[src/hw/iep_map.svh]
/*
 * register offsets, field positions, masks and reset values of the
 * interrupt enable / priority / external interrupt block.
 * assumes an 8-bit special-function register space.
 */
`ifndef IEP_MAP_SVH
`define IEP_MAP_SVH
// register offsets
`define IEP_ADR_TMR_CTL  8'h88
`define IEP_ADR_PRIO_LO  8'hb8
`define IEP_ADR_PRIO_HI  8'hba
`define IEP_ADR_XPRIO_HI 8'hbb
`define IEP_ADR_XPRIO_LO 8'hbc
`define IEP_ADR_XEN      8'hbd
`define IEP_ADR_X23_CTL  8'hc0
// reset value and writable masks
`define IEP_RST_REG      8'h00
`define IEP_MSK_PRIO_LO  8'h3f
`define IEP_MSK_XREG     8'h07
`define IEP_MSK_TMR_CFG  8'h55
`define IEP_MSK_X23_CFG  8'hdd
// timer and extint control fields
`define IEP_B_TF1        7
`define IEP_B_TF0        5
`define IEP_B_X1_FLAG    3
`define IEP_B_X1_TYPE    2
`define IEP_B_X0_FLAG    1
`define IEP_B_X0_TYPE    0
// extint 2/3 control fields
`define IEP_B_X3_PLO     7
`define IEP_B_X3_EN      6
`define IEP_B_X3_FLAG    5
`define IEP_B_X3_TYPE    4
`define IEP_B_X2_PLO     3
`define IEP_B_X2_EN      2
`define IEP_B_X2_FLAG    1
`define IEP_B_X2_TYPE    0
// extended enable / priority fields
`define IEP_B_BOD        2
`define IEP_B_WAKE       1
`define IEP_B_SPI        0
// core enable input fields
`define IEP_B_GLOBAL_EN  7
// number of sources
`define IEP_NSRC         11
`endif

[src/hw/iep_pkg.sv]
/*
 * types of the interrupt enable / priority block.
 * assumes nothing beyond a SystemVerilog compiler.
 */
package iep_pkg;
    typedef logic [1:0] iep_level_t;
    typedef enum logic [3:0] {
        IEP_V_X0   = 4'h0,
        IEP_V_T0   = 4'h1,
        IEP_V_X1   = 4'h2,
        IEP_V_T1   = 4'h3,
        IEP_V_SER  = 4'h4,
        IEP_V_T2   = 4'h5,
        IEP_V_X2   = 4'h6,
        IEP_V_X3   = 4'h7,
        IEP_V_SPI  = 4'h8,
        IEP_V_WAKE = 4'h9,
        IEP_V_BOD  = 4'ha
    } iep_vec_t;
endpackage : iep_pkg

[src/hw/iep_irq_ctrl.sv]
/*
 * interrupt enable, priority and external interrupt flag logic.
 * assumes a cpu core that acknowledges the offered vector, signals
 * return from service, and gives a machine-cycle tick.
 */
// Added by the designer: the strobed register port.
`timescale 1ns/1ps
`include "iep_map.svh"
module iep_irq_ctrl (
    // clock and reset
    input  wire logic       clk,
    input  wire logic       resetn,
    // register port
    input  wire logic [7:0] sfr_addr,
    input  wire logic [7:0] sfr_wdata,
    input  wire logic       sfr_wr,
    input  wire logic       sfr_rd,
    output logic [7:0]      sfr_rdata,
    // core side
    input  wire logic [7:0] core_irq_enable,
    input  wire logic       mc_tick,
    input  wire logic       irq_ack,
    input  wire logic       irq_return,
    output logic            irq_req,
    output logic [3:0]      irq_vector,
    output logic [1:0]      irq_level,
    // external interrupt pins
    input  wire logic       extint0_pin,
    input  wire logic       extint1_pin,
    input  wire logic       extint2_pin,
    input  wire logic       extint3_pin,
    // peripheral sources
    input  wire logic       timer0_overflow_set,
    input  wire logic       timer1_overflow_set,
    input  wire logic       timer2_irq_flag,
    input  wire logic       serial_irq_flag,
    input  wire logic       brownout_detected_flag,
    input  wire logic       wake_timer_overflow_flag,
    input  wire logic       spi_transfer_done_flag,
    input  wire logic       spi_overrun_flag,
    input  wire logic       spi_mode_fault_flag,
    // timer run controls
    output logic            timer0_run,
    output logic            timer1_run
);
    // registers
    logic [7:0]  tmr_cfg_ff;
    logic [1:0]  tmr_flag_ff;
    logic [5:0]  prio_lo_ff;
    logic [7:0]  prio_hi_ff;
    logic [2:0]  xprio_lo_ff;
    logic [2:0]  xprio_hi_ff;
    logic [2:0]  xen_ff;
    logic [7:0]  x23_cfg_ff;
    logic [3:0]  insvc_ff;
    logic        irq_req_ff;
    logic [3:0]  irq_vector_ff;
    logic [1:0]  irq_level_ff;
    logic [7:0]  sfr_rdata_ff;
    // next values
    logic [1:0]  nxt_tmr_flag;
    logic [3:0]  nxt_insvc;
    logic        nxt_irq_req;
    logic [7:0]  nxt_rdata;
    // decode
    wire  sel_tmr   = sfr_addr == `IEP_ADR_TMR_CTL;
    wire  sel_plo   = sfr_addr == `IEP_ADR_PRIO_LO;
    wire  sel_phi   = sfr_addr == `IEP_ADR_PRIO_HI;
    wire  sel_xphi  = sfr_addr == `IEP_ADR_XPRIO_HI;
    wire  sel_xplo  = sfr_addr == `IEP_ADR_XPRIO_LO;
    wire  sel_xen   = sfr_addr == `IEP_ADR_XEN;
    wire  sel_x23   = sfr_addr == `IEP_ADR_X23_CTL;
    wire  wr_tmr    = sfr_wr & sel_tmr;
    wire  wr_plo    = sfr_wr & sel_plo;
    wire  wr_phi    = sfr_wr & sel_phi;
    wire  wr_xphi   = sfr_wr & sel_xphi;
    wire  wr_xplo   = sfr_wr & sel_xplo;
    wire  wr_xen    = sfr_wr & sel_xen;
    wire  wr_x23    = sfr_wr & sel_x23;
    // service entry clears the matching timer or edge-type external flag
    logic [10:0] svc_hit;
    assign svc_hit = irq_ack ? (11'h001 << irq_vector_ff) : 11'h000;
    // external interrupt flags
    logic        x0_flag;
    logic        x1_flag;
    logic        x2_flag;
    logic        x3_flag;
    iep_extint u_x0 (
        .clk        (clk),
        .resetn     (resetn),
        .pin        (extint0_pin),
        .mc_tick    (mc_tick),
        .edge_mode  (tmr_cfg_ff[`IEP_B_X0_TYPE]),
        .flag_wr    (wr_tmr),
        .flag_wdata (sfr_wdata[`IEP_B_X0_FLAG]),
        .svc_clr    (svc_hit[iep_pkg::IEP_V_X0]),
        .flag       (x0_flag)
    );
    iep_extint u_x1 (
        .clk        (clk),
        .resetn     (resetn),
        .pin        (extint1_pin),
        .mc_tick    (mc_tick),
        .edge_mode  (tmr_cfg_ff[`IEP_B_X1_TYPE]),
        .flag_wr    (wr_tmr),
        .flag_wdata (sfr_wdata[`IEP_B_X1_FLAG]),
        .svc_clr    (svc_hit[iep_pkg::IEP_V_X1]),
        .flag       (x1_flag)
    );
    iep_extint u_x2 (
        .clk        (clk),
        .resetn     (resetn),
        .pin        (extint2_pin),
        .mc_tick    (mc_tick),
        .edge_mode  (x23_cfg_ff[`IEP_B_X2_TYPE]),
        .flag_wr    (wr_x23),
        .flag_wdata (sfr_wdata[`IEP_B_X2_FLAG]),
        .svc_clr    (svc_hit[iep_pkg::IEP_V_X2]),
        .flag       (x2_flag)
    );
    iep_extint u_x3 (
        .clk        (clk),
        .resetn     (resetn),
        .pin        (extint3_pin),
        .mc_tick    (mc_tick),
        .edge_mode  (x23_cfg_ff[`IEP_B_X3_TYPE]),
        .flag_wr    (wr_x23),
        .flag_wdata (sfr_wdata[`IEP_B_X3_FLAG]),
        .svc_clr    (svc_hit[iep_pkg::IEP_V_X3]),
        .flag       (x3_flag)
    );
    // timer overflow flags, set wins
    assign nxt_tmr_flag[0] = timer0_overflow_set |
        (wr_tmr ? sfr_wdata[`IEP_B_TF0] :
         (svc_hit[iep_pkg::IEP_V_T0] ? 1'b0 : tmr_flag_ff[0]));
    assign nxt_tmr_flag[1] = timer1_overflow_set |
        (wr_tmr ? sfr_wdata[`IEP_B_TF1] :
         (svc_hit[iep_pkg::IEP_V_T1] ? 1'b0 : tmr_flag_ff[1]));
    // source requests in vector order
    wire spi_any = spi_transfer_done_flag | spi_overrun_flag |
                   spi_mode_fault_flag;
    logic [10:0] src_raw;
    logic [10:0] src_en;
    logic [10:0] src_req;
    assign src_raw = {brownout_detected_flag, wake_timer_overflow_flag,
                      spi_any, x3_flag, x2_flag, timer2_irq_flag,
                      serial_irq_flag, tmr_flag_ff[1], x1_flag,
                      tmr_flag_ff[0], x0_flag};
    assign src_en = {xen_ff[`IEP_B_BOD],
                     xen_ff[`IEP_B_WAKE],
                     xen_ff[`IEP_B_SPI],
                     x23_cfg_ff[`IEP_B_X3_EN],
                     x23_cfg_ff[`IEP_B_X2_EN],
                     core_irq_enable[5:0]} &
                    {11{core_irq_enable[`IEP_B_GLOBAL_EN]}};
    assign src_req = src_raw & src_en;
    // two-bit level per source, high bit above low bit
    logic [21:0] src_lvl;
    assign src_lvl = {
        xprio_hi_ff[`IEP_B_BOD],  xprio_lo_ff[`IEP_B_BOD],
        xprio_hi_ff[`IEP_B_WAKE], xprio_lo_ff[`IEP_B_WAKE],
        xprio_hi_ff[`IEP_B_SPI],  xprio_lo_ff[`IEP_B_SPI],
        prio_hi_ff[7], x23_cfg_ff[`IEP_B_X3_PLO],
        prio_hi_ff[6], x23_cfg_ff[`IEP_B_X2_PLO],
        prio_hi_ff[5], prio_lo_ff[5],
        prio_hi_ff[4], prio_lo_ff[4],
        prio_hi_ff[3], prio_lo_ff[3],
        prio_hi_ff[2], prio_lo_ff[2],
        prio_hi_ff[1], prio_lo_ff[1],
        prio_hi_ff[0], prio_lo_ff[0]};
    // arbitration
    logic        arb_found;
    logic [3:0]  arb_vec;
    iep_pkg::iep_level_t arb_lvl;
    iep_arbiter u_arb (
        .req      (src_req),
        .lvl      (src_lvl),
        .found    (arb_found),
        .best_vec (arb_vec),
        .best_lvl (arb_lvl)
    );
    // in-service levels and preemption
    wire insvc_any = |insvc_ff;
    iep_pkg::iep_level_t cur_lvl;
    assign cur_lvl = insvc_ff[3] ? 2'h3 :
                     insvc_ff[2] ? 2'h2 :
                     insvc_ff[1] ? 2'h1 : 2'h0;
    wire [3:0] top_oh = insvc_any ? (4'h1 << cur_lvl) : 4'h0;
    wire [3:0] ack_oh = irq_ack ? (4'h1 << irq_level_ff) : 4'h0;
    assign nxt_insvc = (irq_return ? (insvc_ff & ~top_oh) : insvc_ff) |
                       ack_oh;
    wire preempt_ok = !insvc_any || (arb_lvl > cur_lvl);
    assign nxt_irq_req = arb_found && preempt_ok && !irq_ack;
    // read mux, reserved bits zero
    wire [7:0] rd_tmr = tmr_cfg_ff |
        {tmr_flag_ff[1], 1'b0, tmr_flag_ff[0], 1'b0,
         x1_flag, 1'b0, x0_flag, 1'b0};
    wire [7:0] rd_x23 = x23_cfg_ff |
        {2'b00, x3_flag, 3'b000, x2_flag, 1'b0};
    assign nxt_rdata = !sfr_rd  ? 8'h00 :
                       sel_tmr  ? rd_tmr :
                       sel_plo  ? {2'b00, prio_lo_ff} :
                       sel_phi  ? prio_hi_ff :
                       sel_xphi ? {5'h00, xprio_hi_ff} :
                       sel_xplo ? {5'h00, xprio_lo_ff} :
                       sel_xen  ? {5'h00, xen_ff} :
                       sel_x23  ? rd_x23 : 8'h00;
    // configuration registers
    always_ff @(posedge clk or negedge resetn) begin
        if (!resetn) begin
            tmr_cfg_ff <= `IEP_RST_REG;
            x23_cfg_ff <= `IEP_RST_REG;
        end else begin
            if (wr_tmr) begin
                tmr_cfg_ff <= sfr_wdata & `IEP_MSK_TMR_CFG;
            end
            if (wr_x23) begin
                x23_cfg_ff <= sfr_wdata & `IEP_MSK_X23_CFG;
            end
        end
    end
    // priority registers
    always_ff @(posedge clk or negedge resetn) begin
        if (!resetn) begin
            prio_lo_ff <= 6'h00;
            prio_hi_ff <= `IEP_RST_REG;
        end else begin
            if (wr_plo) begin
                prio_lo_ff <= sfr_wdata[5:0];
            end
            if (wr_phi) begin
                prio_hi_ff <= sfr_wdata;
            end
        end
    end
    // extended enable and priority registers
    always_ff @(posedge clk or negedge resetn) begin
        if (!resetn) begin
            xprio_lo_ff <= 3'h0;
            xprio_hi_ff <= 3'h0;
            xen_ff      <= 3'h0;
        end else begin
            if (wr_xplo) begin
                xprio_lo_ff <= sfr_wdata[2:0];
            end
            if (wr_xphi) begin
                xprio_hi_ff <= sfr_wdata[2:0];
            end
            if (wr_xen) begin
                xen_ff <= sfr_wdata[2:0];
            end
        end
    end
    // flags, service state, outputs
    always_ff @(posedge clk or negedge resetn) begin
        if (!resetn) begin
            tmr_flag_ff   <= 2'h0;
            insvc_ff      <= 4'h0;
            irq_req_ff    <= 1'b0;
            irq_vector_ff <= 4'h0;
            irq_level_ff  <= 2'h0;
            sfr_rdata_ff  <= 8'h00;
        end else begin
            tmr_flag_ff   <= nxt_tmr_flag;
            insvc_ff      <= nxt_insvc;
            irq_req_ff    <= nxt_irq_req;
            irq_vector_ff <= arb_vec;
            irq_level_ff  <= arb_lvl;
            sfr_rdata_ff  <= nxt_rdata;
        end
    end
    assign sfr_rdata  = sfr_rdata_ff;
    assign irq_req    = irq_req_ff;
    assign irq_vector = irq_vector_ff;
    assign irq_level  = irq_level_ff;
    assign timer0_run = tmr_cfg_ff[4];
    assign timer1_run = tmr_cfg_ff[6];
endmodule : iep_irq_ctrl

[src/hw/iep_extint.sv]
/*
 * one external interrupt request flag, edge or level type.
 * assumes pin synchronous to clk and a one-cycle machine tick.
 */
`timescale 1ns/1ps
module iep_extint (
    // clock and reset
    input  wire logic clk,
    input  wire logic resetn,
    // pin and mode
    input  wire logic pin,
    input  wire logic mc_tick,
    input  wire logic edge_mode,
    // software and service
    input  wire logic flag_wr,
    input  wire logic flag_wdata,
    input  wire logic svc_clr,
    output logic      flag
);
    logic sample_ff;
    logic flag_ff;
    logic nxt_flag;
    wire  fall = mc_tick & sample_ff & ~pin;
    // set wins over any clear
    assign nxt_flag = edge_mode ?
        (fall | (flag_wr ? flag_wdata : (svc_clr ? 1'b0 : flag_ff))) :
        ~pin;
    assign flag = flag_ff;
    always_ff @(posedge clk or negedge resetn) begin
        if (!resetn) begin
            sample_ff <= 1'b1;
            flag_ff   <= 1'b0;
        end else begin
            if (mc_tick) begin
                sample_ff <= pin;
            end
            flag_ff <= nxt_flag;
        end
    end
endmodule : iep_extint

[src/hw/iep_arbiter.sv]
/*
 * picks the pending source of highest level, lowest vector on ties.
 * assumes request vector already gated by enables; levels are used only where req is set.
 */
`timescale 1ns/1ps
module iep_arbiter (
    // requests
    input  wire logic [10:0] req,
    input  wire logic [21:0] lvl,
    // winner
    output logic             found,
    output logic [3:0]       best_vec,
    output logic [1:0]       best_lvl
);
    always_comb begin
        found    = 1'b0;
        best_vec = 4'h0;
        best_lvl = 2'h0;
        // downward scan with >= lets the lower vector win a tie
        for (int i = 10; i >= 0; i--) begin
            if (req[i] && (!found || lvl[2*i +: 2] >= best_lvl)) begin
                found    = 1'b1;
                best_vec = 4'(i);
                best_lvl = lvl[2*i +: 2];
            end
        end
    end
endmodule : iep_arbiter

[config.mk]
export PLATFORM = sky130hd
export DESIGN_NAME = iep_irq_ctrl
export DESIGN_NICKNAME = d
export VERILOG_FILES = /design/src/hw/iep_pkg.sv /design/src/hw/iep_irq_ctrl.sv /design/src/hw/iep_extint.sv /design/src/hw/iep_arbiter.sv
export VERILOG_INCLUDE_DIRS = /design/src /design/src/hw
export SDC_FILE = /design/constraint.sdc
export NUM_CORES = 1
export LEC_CHECK = 0
export ABC_CLOCK_PERIOD_IN_PS = 19100
export BUFFER_PORTS_ARGS = -buffer_cell sky130_fd_sc_hd__buf_4
export CORE_MARGIN = 2
export CORE_UTILIZATION = 45
export DETAILED_ROUTE_END_ITERATION = 10
export PLACE_DENSITY = 0.66
export SETUP_SLACK_MARGIN = 0.4
export SYNTH_ARGS = -nofsm -noshare
export SYNTH_HDL_FRONTEND = slang
export SYNTH_SLANG_ARGS = --single-unit
[constraint.sdc]
create_clock -name clk -period 19.1 [get_ports clk]
set_input_delay 2.865 -clock clk [delete_from_list [all_inputs] [get_ports clk]]
set_output_delay 2.865 -clock clk [all_outputs]
set_load 0.005 [all_outputs]
# Word-level counts from Yosys, hierarchy flattened
# Index checks and enable logic that the tools add are counted.
[word_totals]
regBits = 62
output_inout_bits = 17
[op_classes]
n_shift = 3
n_eq_ne = 7
order_cmp = 11
n_mux = 64
n_bitwise = 34
n_reduce_logical = 36
[op_table]
columns = ["op", "count"]
rows = [
  ["8-bit 2-to-1 mux", 9],
  ["8-bit == test, second input constant", 7],
  ["4-bit 2-to-1 mux", 14],
  ["1-bit 2-to-1 mux", 28],
  ["2-bit 2-to-1 mux", 13],
  ["11-bit bitwise AND", 2],
  ["2-bit greater-or-equal comparator", 10],
  ["1-bit bitwise AND", 15],
  ["1-bit logical AND", 12],
  ["1-bit logical NOT", 12],
  ["1-bit logical OR", 11],
  ["1-bit bitwise OR", 8],
  ["7-bit by 8-bit bitwise OR with 8-bit output", 1],
  ["8-bit by 6-bit bitwise OR with 8-bit output", 1],
  ["1-bit by 2-bit left shift with 4-bit output, first input constant", 2],
  ["1-bit by 4-bit left shift with 8-bit output, first input constant", 1],
  ["4-bit bitwise AND", 1],
  ["1-bit NOT", 4],
  ["4-bit NOT", 1],
  ["4-bit bitwise OR", 1],
  ["4-bit OR reduction", 1],
  ["2-bit greater-than comparator", 1],
]

# Longest topological paths before layout
# Gate-level depths: netlist (run 1).
[depth]
word_depth = 48
ltp_mapped = 72

# Hierarchy
# Synthesis (run 1) repeated with hierarchy kept, for this count alone.
[hier_totals]
hier_cells = 417
hier_area_um2 = 4030.1
[modules_own_cells]
columns = ["mod", "area_each_um2", "n_inst", "cells_per_inst"]
rows = [
  ["iep_irq_ctrl", 2611.3, 1, 236],
  ["iep_arbiter", 1028.5, 1, 153],
  ["iep_extint", 97.6, 4, 7],
]

# Worst setup path before layout (run 1)
# Ideal clock, no wire load.
[synth_timing]
path_type = "input port to flip-flop"
start = "input core_irq_enable[7]"
end = "register irq_req_ff (netlist: irq_req)"
t_required_ns = 19.006
arrival_time_ns = 15.099
path_buffers = 3
path_stages = 65
setup_slack_ns = 3.907
setup_ns = 0.094
cell_sequence = "clkbuf_1 nand2_1 nor2_1 ha_1 nand2b_1 a211oi_1 o22a_1 nor2_1 ha_1 nand2b_1 a2111o_1 nor2b_1 o31ai_1 ha_1 nand2b_1 a221oi_1 or3_1 buf_2 [... 29 more ...] a21oi_1 a21oi_1 a22o_1 a31o_2 ha_1 nand2b_1 a21oi_1 a21o_1 mux2_2 ha_1 a21oi_1 a21o_1 o21ai_0 a21oi_1 ha_1 a21oi_1 a21oi_1 a211oi_1"
[synth_between]
elab_chain_cells = 47
[synth_lines]
columns = ["item", "line_no", "rtl"]
rows = [
  ["from (decl)", "iep_irq_ctrl.sv:20", "input wire logic [7:0] core_irq_enable,"],
  ["11-bit bitwise AND (*)", "iep_irq_ctrl.sv:149", "assign src_en = {xen_ff[`IEP_B_BOD],"],
  ["11-bit bitwise AND (*)", "iep_irq_ctrl.sv:156", "assign src_req = src_raw & src_en;"],
  ["2-bit 2-to-1 mux or 1-bit 2-to-1 mux (tied branches)", "iep_arbiter.sv:21", "if (req[i] && (!found || lvl[2*i +: 2] >= best_lvl)) begin"],
  ["2-bit greater-or-equal comparator or 1-bit logical NOT (tied branches)", "iep_arbiter.sv:21", ""],
  ["1-bit logical OR", "iep_arbiter.sv:21", ""],
  ["1-bit logical AND", "iep_arbiter.sv:21", ""],
  ["2-bit 2-to-1 mux or 1-bit 2-to-1 mux (tied branches)", "iep_arbiter.sv:21", ""],
  ["2-bit greater-or-equal comparator or 1-bit logical NOT (tied branches)", "iep_arbiter.sv:21", ""],
  ["[... 31 more ...]", "n/a", ""],
  ["2-bit greater-or-equal comparator or 1-bit logical NOT (tied branches)", "iep_arbiter.sv:21", ""],
  ["1-bit logical OR", "iep_arbiter.sv:21", ""],
  ["1-bit logical AND", "iep_arbiter.sv:21", ""],
  ["2-bit 2-to-1 mux", "iep_arbiter.sv:21", ""],
  ["2-bit greater-than comparator", "iep_irq_ctrl.sv:192", "wire preempt_ok = !insvc_any || (arb_lvl > cur_lvl);"],
  ["1-bit logical OR", "iep_irq_ctrl.sv:192", ""],
  ["1-bit logical AND (*) (2 in series)", "iep_irq_ctrl.sv:193", "assign nxt_irq_req = arb_found && preempt_ok && !irq_ack;"],
  ["net nxt_irq_req", "iep_irq_ctrl.sv:63", "logic nxt_irq_req;"],
  ["to (signal assigned)", "iep_irq_ctrl.sv:266", "irq_req_ff <= nxt_irq_req;"],
  ["to (decl)", "iep_irq_ctrl.sv:56", "logic irq_req_ff;"],
]
# Mark *: on every way through the listed nets, which the timed path passes. The rest lies on a longest branch.
# A chain may end at the register's enable or synchronous reset.

# Worst setup path in the final report (run 1)
[layout_timing]
start = "input core_irq_enable[7]"
end = "register irq_req_ff (netlist: irq_req)"
[layout_between]
elab_chain_cells = 47
[layout_lines]
columns = ["item", "line_no", "rtl"]
rows = [
  ["11-bit bitwise AND (*)", "iep_irq_ctrl.sv:149", ""],
  ["11-bit bitwise AND (*)", "iep_irq_ctrl.sv:156", ""],
  ["2-bit 2-to-1 mux or 1-bit 2-to-1 mux (tied branches)", "iep_arbiter.sv:21", ""],
  ["2-bit greater-or-equal comparator or 1-bit logical NOT (tied branches)", "iep_arbiter.sv:21", ""],
  ["1-bit logical OR", "iep_arbiter.sv:21", ""],
  ["1-bit logical AND", "iep_arbiter.sv:21", ""],
  ["2-bit 2-to-1 mux or 1-bit 2-to-1 mux (tied branches)", "iep_arbiter.sv:21", ""],
  ["2-bit greater-or-equal comparator or 1-bit logical NOT (tied branches)", "iep_arbiter.sv:21", ""],
  ["[... 32 more ...]", "n/a", ""],
  ["1-bit logical OR", "iep_arbiter.sv:21", ""],
  ["1-bit logical AND", "iep_arbiter.sv:21", ""],
  ["2-bit 2-to-1 mux (*)", "iep_arbiter.sv:21", ""],
  ["net arb_lvl[1]", "iep_irq_ctrl.sv:174", "iep_pkg::iep_level_t arb_lvl;"],
  ["2-bit greater-than comparator (*)", "iep_irq_ctrl.sv:192", ""],
  ["1-bit logical OR (*)", "iep_irq_ctrl.sv:192", ""],
  ["1-bit logical AND (*) (2 in series)", "iep_irq_ctrl.sv:193", ""],
  ["net nxt_irq_req", "iep_irq_ctrl.sv:63", ""],
]
# Marked as above.

==> key figures, run 1 <==
Timing
  – Final period utilization: 84.35%
  – Final slew viol count: 0
  – Slew at the pin closest to its max-slew limit: 0.9499 ns
  – Slew HR: 36.19%
  – Final Hold Vio Count: 0
  – Setup TNS Final: 0 ns
  – Worst clock skew: 0.009330 ns
  – Final hold slack: 0.5198 ns
  – Crit path time final: 16.11 ns
  – RSZ-0062 raised after global routing: no
  – Final setup fails: 0
  – Max frequency: 62.07 MHz

Global routing
  – Initial antenna violation count: 0
  – Total Routing Usage GR: 22.77%
  – Number of global-route vias before repair: 3,041
  – GRT overflow: 0
  – First-pass GRT wire length: 15,550 um
  – Largest net degree at the start of global routing: 63

Setup path
  – CP peak stage delay: 0.44 ns
  – CP bufs+invs: 1
  – Most numerous cell on the critical path: ha_1
  – Critical path's slowest cell: a2111o_1
  – CP Launch Type: input pin
  – Crit-path leading delay family: compound AO/OA/AOI/OAI gates
  – WP data required: 19.35 ns
  – Worst setup EP type: flop
  – Crit Path Class: in2reg
  – CP Data Arrival Time: 16.36 ns
  – Critical path fanouts, max: 12

Clocking
  – Hold_buf cts: 0
  – CTS sink cnt: 62
  – CTS resizes: 0
  – Clk buf depth: 2
  – # H-tree levels: 3
  – Post-CTS Setup Inserts: 0
  – CTS Buf Count: 9
  – CTS tree: done
  – Clk_lat worst skew: 0.35 ns
  – Root Driver: clkbuf_8
  – Worst-path clk slew: 0.07 ns

Pwr
  – Pleak: 0.002050 uW
  – Power per cell area: 66.06 nW/um^2
  – Max VDD drop: 36.57 uV

Placed design
  – DP Wirelength: 7547 um
  – Port bufs: 59
  – Routability cong.: 0.8713
  – Placed cell count: 540

Layout
  – Fin nets: 510
  – Area grow syn2layout: 19.18%
  – Fill count: 739
  – Most common cell after layout, fill and taps aside: buf_4
  – Layout cells sized above 1: 28.60%
  – Diode count: 0
  – Most frequent cells in the layout: buf_4 (60), dfrtp_1 (58), nand2_1 (39)
  – Post-route insts no fill: 556

Synthesis
  – Number of synthesis warnings: 0
  – Post-synth top flop: dfrtp_1
  – #FFs+latches synth: 62
  – Syn Nets: 448
  – Share of the synthesized area in the top cell type: 38.16%
  – Post-synth EDFFs: 0
  – Syn Inst Count: 384
  – Mean post-synth cell area: 9.905 sq um
  – Post-synth ARST share: 100.0%
  – Top post-synthesis cells by area: dfrtp_1 (38%), mux2_2 (11%), ha_1 (6.6%)
  – Synth area leader: dfrtp_1
  – Post-synthesis cell type count: 64
  – Post-synth design cell area: 3804 sq um
  – Seq/Total Area, Yosys: 40.92%

Floorplanning
  – Die ar.: 9204 sq um
  – FP Rows: 33
  – Initial Util: 46.29%
  – Core area: 8217 sq um
  – IO Pins: 61
  – DIE HEIGHT: 95.94 um
  – Die W: 95.94 um

Drt
  – Initial drt markers: 244
  – First-pass DRT Iterations: 5
  – Final WL: 9937 um
  – Vias: 3,241
  – Vias/cell: 5.829
  – DRC Markers: 0
  – Avg WL per Cell: 17.87 um
  – DRT antenna net count: 0

Worst hold path
  – Hold Path Class: reg2reg

Run
  – Total of max-cap violations: 0

Run status
  – Status: finished clean
through the flow:
stage	util [%]	power, uW	worst slack (ns)	instance area, sq um
after CTS	55.17	302.2	3.100	4533
after global placement	52.95	190.8	3.008	4350
after floorplan	-	170.2	3.907	3804
after global routing	55.17	313.5	2.081	4533
after detailed placement	52.95	192.1	2.814	4350
final	55.17	299.5	2.989	4533
worst paths after layout:
kind                                    start              to  slack (ns)  cells past startpoint
setup / recovery           core_irq_enable[7]         irq_req        2.99                     63
hold / removal                   irq_level[1]     insvc_ff[0]        0.52                      1
setup reg to reg                    xen_ff[2]         irq_req        5.17                     62
hold reg to reg                  irq_level[1]     insvc_ff[0]        0.52                      1
max in group asynchronous              resetn  tmr_flag_ff[0]       15.97                      1
min in group asynchronous              resetn       xen_ff[1]        2.59                      1
final cells by class:
class | count | area (sq um) | share of cell area (%)
inverters | 22 | 82.58 | 1.822
clock buffers | 10 | 137.6 | 3.036
well taps | 105 | 131.4 | 2.898
repair buffers | 60 | 450.4 | 9.937
clock inverters | 6 | 45.04 | 0.9937
flip-flops and latches | 62 | 1556 | 34.34
multi-input cells | 291 | 2130 | 46.98
cell families after synthesis:
| kind of cell | Yosys count | synth area share [%] |
|---|---|---|
| mux | 40 | 11.87 |
| fa+ha+maj | 21 | 6.842 |
| compound gates | 102 | 20.17 |
| buf+inv | 31 | 3.092 |
| simple gates | 128 | 17.11 |
| flops | 62 | 40.92 |
synth_stat cells (all sizes together) (2+ instances only):
master  number
dfrtp       58
nand2       39
mux2        38
nor2        24
inv         22
o21ai       22
a21oi       20
ha          20
nand2b      14
a221oi      10
nand3       10
a21o         9
nor2b        8
a22oi        7
clkbuf       7
nor3         7
and2         4
dfstp        4
nand4        4
nor3b        4
a211oi       3
a21boi       3
a31oi        3
and3         3
o221ai       3
a211o        2
a222oi       2
buf          2
mux2i        2
nor4b        2
o21a         2
o311ai       2
o31a         2
o31ai        2
or3          2
or3b         2
routing by layer:
metal / wire, um / global-route usage [%]
met5: 0 / 0
met4: 170 / 7.857
met3: 571 / 3.132
met2: 4640 / 35.78
met1: 4553 / 32.38
power breakdown:
group	switching, uW	total, uW	internal [uW]
Combinational	23.1	44.1	21.0
Sequential	6.94	146	139
Clock	58.3	110	51.5
state kept, by name (all words and copies together), names as in the netlist, 2 cells and up:
name / cells
tmr_cfg_ff: 4
sfr_rdata: 8
xprio_hi_ff: 3
insvc_ff: 4
prio_lo_ff: 6
irq_vector: 4
irq_level: 2
x23_cfg_ff: 6
tmr_flag_ff: 2
xprio_lo_ff: 3
prio_hi_ff: 8
xen_ff: 3
(Power assumes the default switching activity.)
==> run 2: changes to the inputs <==
ABC_CLOCK_PERIOD_IN_PS = 16200   (was 19100)
clock period = 16.2 ns   (was 19.1 ns; I/O delays follow)
==> run 2 against run 1 <==
Sequential power is 18% higher. First-iteration DRC count is 3.7% lower. Clock power is 32% higher. Combinational power is 21% higher. Clock-buffer cell count stayed put. Cell area is 2.8% higher. Cell count is 1.3% higher. Largest cell class unchanged.
==> key figures, run 2 (synthesis results as in run 1) <==
Run status
  – Status: finished clean (unchanged)

Drt
  – Final WL: 10,010 um (was 9937 um)
  – DRT antenna net count: 0 (unchanged)
  – Avg WL per Cell: 17.79 um (was 17.87 um)
  – Vias: 3,320 (was 3,241)
  – DRC Markers: 0 (unchanged)
  – First-pass DRT Iterations: 7 (was 5)
  – Initial drt markers: 235 (was 244)
  – Vias/cell: 5.897 (was 5.829)

Pwr
  – Max VDD drop: 61.70 uV (was 36.57 uV)
  – Power per cell area: 79.56 nW/um^2 (was 66.06 nW/um^2)
  – Switching portion of total power: 28.01% (was 29.50%)
  – P_sw: 103.9 uW (was 88.34 uW)
  – Pleak: 0.002108 uW (was 0.002050 uW)
  – Gate power share: 14.4% (was 14.7%)
  – Cell-internal power: 266.9 uW (was 211.1 uW)
  – Share of power burned in registers: 46.3% (was 48.6%)
  – Clock network power share: 39.2% (was 36.7%)

Layout
  – Most common cell after layout, fill and taps aside: buf_4 (unchanged)
  – Diode count: 0 (unchanged)
  – Most frequent cells in the layout: buf_4 (65), dfrtp_1 (58), nand2_1 (37), mux2_2 (37), nor2_1 (23) (was buf_4 (60), dfrtp_1 (58), nand2_1 (39))
  – Fill count: 755 (was 739)
  – Layout cells sized above 1: 31.44% (was 28.60%)
  – Area grow syn2layout: 22.53% (was 19.18%)
  – Fin nets: 517 (was 510)

Global routing
  – GRT overflow: 0 (unchanged)
  – Largest net degree at the start of global routing: 63 (unchanged)
  – Initial antenna violation count: 0 (unchanged)
  – Number of global-route vias before repair: 3,137 (was 3,041)
  – First-pass GRT wire length: 15,700 um (was 15,550 um)
  – Total Routing Usage GR: 22.63% (was 22.77%)

Clocking
  – Worst-path clk slew: 0.07 ns (about the same)
  – CTS tree: done (unchanged)
  – Hold_buf cts: 0 (unchanged)
  – CTS sink cnt: 62 (unchanged)
  – Root Driver: clkbuf_8 (unchanged)
  – Clk_lat worst skew: 0.34 ns (was 0.35 ns)
  – # H-tree levels: 3 (unchanged)
  – Clk buf depth: 2 (unchanged)
  – CTS Buf Count: 9 (unchanged)

Setup path
  – Worst setup EP type: flop (unchanged)
  – Crit Path Class: in2reg (unchanged)
  – Critical path's slowest cell: a2111o_1 (unchanged)
  – Most numerous cell on the critical path: ha_1 (unchanged)
  – CP Launch Type: input pin (unchanged)
  – CP peak stage delay: 0.44 ns (about the same)
  – CP Data Arrival Time: 15.35 ns (was 16.36 ns)
  – WP data required: 16.44 ns (was 19.35 ns)
  – Critical path fanouts, max: 12 (unchanged)

Run
  – Total of max-cap violations: 0 (unchanged)

Timing
  – Final period utilization: 93.29%
  – Worst clock skew: 0.01345 ns (was 0.009330 ns)
  – Final slew viol count: 0 (unchanged)
  – Final hold slack: 0.5218 ns (was 0.5198 ns)
  – Final Hold Vio Count: 0 (unchanged)
  – RSZ-0062 raised after global routing: no (unchanged)
  – Crit path time final: 15.11 ns
  – Setup TNS Final: 0 ns (unchanged)
  – Final setup fails: 0 (unchanged)
  – Slew at the pin closest to its max-slew limit: 0.9094 ns (was 0.9499 ns)
  – Slew HR: 38.91% (was 36.19%)
  – Max frequency: 66.17 MHz

Floorplanning
  – IO Pins: 61 (unchanged)
  – FP Rows: 33 (unchanged)
  – DIE HEIGHT: 95.94 um (unchanged)
  – Die W: 95.94 um (unchanged)
  – Core area: 8217 sq um (unchanged)
  – Die ar.: 9204 sq um (unchanged)
  – Initial Util: 46.29% (unchanged)

Placed design
  – DP Wirelength: 7567 um (was 7547 um)
  – Port bufs: 59 (unchanged)
  – Routability cong.: 0.8723 (was 0.8713)

Worst hold path
  – Hold Path Class: reg2reg (unchanged)
## run 2: cell count changes in the layout (fill, tap and decap cells not counted), moves of 2 or more
| cell | change |
|---|---|
| nand2_1 | -2 |
| clkinv_2 | -2 |
| o31ai_2 | +2 |
| o31ai_1 | -2 |
| nand2_2 | +2 |
| buf_4 | +5 |
| inv_6 | +2 |
## run 2: critical path, delay by kind of cell
family	cells	cell delay [ns]
muxes	3	1.07
buffers and inverters	2	0.24
and+or+nand+nor	19	2.62
adders and majority gates	12	3.23
AOI/OAI and AO/OA	27	5.74
## run 2: through the flow
step / area, sq um / power [uW] / cells / util (%) / setup slack, ns
final: 4661 / 370.8 / 563 / 56.72 / 1.086
after global placement: 4350 / 224.9 / 540 / 52.95 / 0.5397
after floorplan: 3804 / 200.7 / 384 / - / 1.442
after global routing: 4661 / 386.2 / 563 / 56.72 / 0.3216
after CTS: 4562 / 371.7 / 556 / 55.52 / 0.6811
after detailed placement: 4350 / 226.4 / 540 / 52.95 / 0.3935
## run 2: path summary, 6_finish.rpt
| path | end | slack, ns | cells after the start | from |
|---|---|---|---|---|
| min reg2reg | insvc_ff[0] | 0.52 | 1 | irq_level[1] |
| max | irq_req | 1.09 | 63 | core_irq_enable[7] |
| max reg2reg | irq_req | 2.83 | 62 | xen_ff[2] |
| min in group asynchronous | xen_ff[1] | 2.16 | 1 | resetn |
| max in group asynchronous | irq_level[1] | 13.51 | 1 | resetn |
| min | insvc_ff[0] | 0.52 | 1 | irq_level[1] |
## run 2: power by group through the flow
stage,Clock [uW],Combinational (uW),Sequential (uW)
finish,145,53.5,172
global route,154,59.7,172
CTS,148,52.2,171
detailed placement,0,52.1,174
global placement,0,51.0,174
floorplan,0,29.2,172
## run 2: metal layers
layer / GRT usage, % / part of all wire, % / up-vias / wire (um)
met5: 0 / 0 / - / 0
met4: 8.095 / 2.0 / 0 / 197
met3: 3.211 / 5.1 / 19 / 511
met2: 36.01 / 47 / 123 / 4693
met1: 31.58 / 46 / 1615 / 4612
li1: - / - / 1563 / -
## run 2: area by class of cell
| type | count | area [sq um] | share of cell area, % |
|---|---|---|---|
| flip-flops and latches | 62 | 1556 | 33.40 |
| inverters | 22 | 82.58 | 1.772 |
| multi-input cells | 291 | 2160 | 46.34 |
| clock buffers | 10 | 137.6 | 2.953 |
| well taps | 105 | 131.4 | 2.819 |
| repair buffers | 67 | 519.2 | 11.14 |
| clock inverters | 6 | 73.82 | 1.584 |
## run 2: repair_timing
item	in CTS	in global routing
buffers inserted	0	7
gates resized for setup	0	9
endpoints found under the setup margin	0	5
==> run 3: changes to the inputs <==
ABC_AREA = 1   (was default)
==> run 3 against run 2 <==
Sequential share of layout area fell by 0.49 points. Core utilization down 2.0 points. Sequential power is essentially flat. Critical path depth rose by 15. Global-route usage grew 0.38 points. Power increased by 5.2%. First-iteration DRC count up 26%. Flip-flop and latch count stayed put. Wire length rose by 5.0%. Cell area is 1.5% higher.
==> key figures, run 3 <==
Synthesis
  – Post-synth design cell area: 3951 sq um (was 3804 sq um)
  – Seq/Total Area, Yosys: 39.39% (was 40.92%)
  – Top post-synthesis cells by area: dfrtp_1 (37%), nand2_1 (11%), inv_1 (7.8%) (was dfrtp_1 (38%), mux2_2 (11%), ha_1 (6.6%))
  – Syn Nets: 582 (was 448)
  – Post-synthesis cell type count: 39 (was 64)
  – Most common cell in the netlist: nand2_1 (was dfrtp_1)
  – Share of the synthesized area in the top cell type: 36.73% (was 38.16%)
  – Synth area leader: dfrtp_1 (unchanged)
  – Post-synth ARST share: 100.0% (unchanged)
  – Syn Inst Count: 518 (was 384)
  – #FFs+latches synth: 62 (unchanged)
  – Post-synth EDFFs: 0 (unchanged)
  – Synth cell count leaders: nand2_1 (121), inv_1 (82), dfrtp_1 (58), o21ai_0 (57), nand3_1 (31) (was dfrtp_1 (58), nand2_1 (39), mux2_2 (37), nor2_1 (24), inv_1 (21))
  – Number of synthesis warnings: 0 (unchanged)
  – Mean post-synth cell area: 7.628 sq um (was 9.905 sq um)
  – Post-synth top flop: dfrtp_1 (unchanged)

Layout
  – Final Instance Area: 4730 sq um (was 4661 sq um)
  – Diode count: 0 (unchanged)
  – Most common cell after layout, fill and taps aside: nand2_1 (was buf_4)
  – Layout cells sized above 1: 22.15% (was 31.44%)
  – Area grow syn2layout: 19.70% (was 22.53%)
  – Fin nets: 646 (was 517)
  – Most frequent cells in the layout: nand2_1 (121), inv_1 (82), buf_4 (59) (was buf_4 (65), dfrtp_1 (58), nand2_1 (37), mux2_2 (37), nor2_1 (23))

Clocking
  – CTS Buf Count: 9 (unchanged)
  – Clk_lat worst skew: 0.35 ns (was 0.34 ns)
  – CTS sink cnt: 62 (unchanged)
  – Post-CTS Setup Inserts: 0 (unchanged)
  – Worst-path clk slew: 0.07 ns (about the same)
  – CTS resizes: 0 (unchanged)
  – Hold_buf cts: 0 (unchanged)
  – CTS tree: done (unchanged)
  – # H-tree levels: 3 (unchanged)
  – Clk buf depth: 2 (unchanged)
  – Root Driver: clkbuf_8 (unchanged)

Setup path
  – Worst setup EP type: flop (unchanged)
  – CP Data Arrival Time: 12.58 ns (was 15.35 ns)
  – Critical path's slowest cell: or3b_4 (was a2111o_1)
  – WP data required: 16.44 ns (about the same)
  – Most numerous cell on the critical path: nand2_1 (was ha_1)
  – Crit Path Class: in2reg (unchanged)
  – Critical path fanouts, max: 11 (was 12)
  – CP Launch Type: input pin (unchanged)
  – CP peak stage delay: 0.41 ns (was 0.44 ns)

Pwr
  – Power per cell area: 82.49 nW/um^2 (was 79.56 nW/um^2)
  – Switching portion of total power: 28.09% (was 28.01%)
  – P_sw: 109.6 uW (was 103.9 uW)
  – Gate power share: 14.9% (was 14.4%)
  – Share of power burned in registers: 44.3% (was 46.3%)
  – Pleak: 0.002381 uW (was 0.002108 uW)
  – Clock network power share: 40.8% (was 39.2%)
  – Cell-internal power: 280.6 uW (was 266.9 uW)
  – Max VDD drop: 48.70 uV (was 61.70 uV)

Drt
  – Vias: 3,685 (was 3,320)
  – Initial drt markers: 295 (was 235)
  – Final WL: 10,520 um (was 10,010 um)
  – Vias/cell: 5.302 (was 5.897)
  – Avg WL per Cell: 15.13 um (was 17.79 um)
  – DRT antenna net count: 0 (unchanged)
  – DRC Markers: 0 (unchanged)
  – First-pass DRT Iterations: 5 (was 7)

Placed design
  – Dpl ws: 3.529 ns (was 0.3935 ns)
  – DP Wirelength: 8106 um (was 7567 um)
  – Port bufs: 59 (unchanged)
  – DP Area: 4498 sq um (was 4350 sq um)
  – Routability cong.: 0.8900 (was 0.8723)

Timing
  – Slew at the pin closest to its max-slew limit: 0.8106 ns (was 0.9094 ns)
  – RSZ-0062 raised after global routing: no (unchanged)
  – Setup TNS Final: 0 ns (unchanged)
  – Setup ws final: 3.860 ns (was 1.086 ns)
  – Worst clock skew: 0.008989 ns (was 0.01345 ns)
  – Crit path time final: 12.34 ns (was 15.11 ns)
  – Final setup fails: 0 (unchanged)
  – Final Hold Vio Count: 0 (unchanged)
  – Slew HR: 45.96% (was 38.91%)
  – Max frequency: 81.04 MHz (was 66.17 MHz)
  – Final slew viol count: 0 (unchanged)
  – Final period utilization: 76.17% (was 93.29%)

Floorplanning
  – Die ar.: 9546 sq um (was 9204 sq um)
  – Core area: 8636 sq um (was 8217 sq um)
  – FP Rows: 34 (was 33)
  – Initial Util: 45.75% (was 46.29%)
  – DIE HEIGHT: 97.71 um (was 95.94 um)
  – IO Pins: 61 (unchanged)
  – Die W: 97.71 um (was 95.94 um)

Global routing
  – Initial antenna violation count: 0 (unchanged)
  – Largest net degree at the start of global routing: 63 (unchanged)
  – First-pass GRT wire length: 17,530 um (was 15,700 um)
  – Total Routing Usage GR: 23.00% (was 22.63%)
  – GRT overflow: 0 (unchanged)
  – Number of global-route vias before repair: 3,648 (was 3,137)

Run
  – Total of max-cap violations: 0 (unchanged)

Run status
  – Status: finished clean (unchanged)

Worst hold path
  – Hold Path Class: reg2reg (unchanged)
## run 3: path summary, 6_finish.rpt
check	from	endpoint	slack, ns	depth (start not counted)
setup / recovery	core_irq_enable[7]	irq_req	3.86	78
hold / removal	u_x0.sample_ff	u_x0.sample_ff	0.47	2
setup reg to reg	xen_ff[2]	irq_req	5.76	77
hold reg to reg	u_x0.sample_ff	u_x0.sample_ff	0.47	2
max in group asynchronous	resetn	prio_hi_ff[7]	13.50	1
min in group asynchronous	resetn	sfr_rdata[5]	2.17	1
## run 3: metrics by stage
step	hold WS (ns)	total power, uW	cells	util, %
6_report	0.4667	390.1	695	54.77
5_1_grt	0.5086	410.1	695	54.77
4_1_cts	0.4677	393.1	695	54.77
3_5_place_dp	0.4578	234.1	679	52.09
3_3_place_gp	0.4562	232.4	679	52.09
2_1_floorplan	0.4437	207.0	518	-
## run 3: per-layer routing
layer  GRT usage, %  up-vias  wire length [um]
li1               -     1822                 -
met1          30.46     1711              4575
met2          38.67      134              5121
met3          4.173       18               657
met4          6.838        0               161
met5              0        -                 0
## run 3: cell families after synthesis
family	count (synthesis)	synth area share, %
buffers and inverters	93	9.056
and+or+nand+nor	235	28.78
AOI/OAI and AO/OA	107	16.18
adders and majority gates	20	6.333
DFF	62	39.39
muxes	1	0.2533
## run 3: layout make-up
class / count / area, sq um
Clock buffer: 10 / 137.6
Clock inverter: 6 / 93.84
Fill cell: 851 / 3906
Inverter: 87 / 326.6
Multi-Input combinational cell: 363 / 2037
Sequential cell: 62 / 1556
Tap cell: 108 / 135.1
Timing Repair Buffer: 59 / 442.9
## run 3: worst max-delay path, delay by kind of cell
family | cells | cell delay [ns]
simple gates | 43 | 4.49
compound gates | 15 | 1.94
buf+inv | 9 | 0.86
fa+ha+maj | 11 | 2.86
## run 3: power groups by stage
stage | clock [uW] | combinational (uW) | sequential (uW)
2_1_floorplan | 0 | 34.0 | 173
3_3_place_gp | 0 | 56.8 | 176
3_5_place_dp | 0 | 58.3 | 176
4_1_cts | 161 | 58.7 | 173
5_1_grt | 169 | 67.0 | 174
6_report | 159 | 58.0 | 173
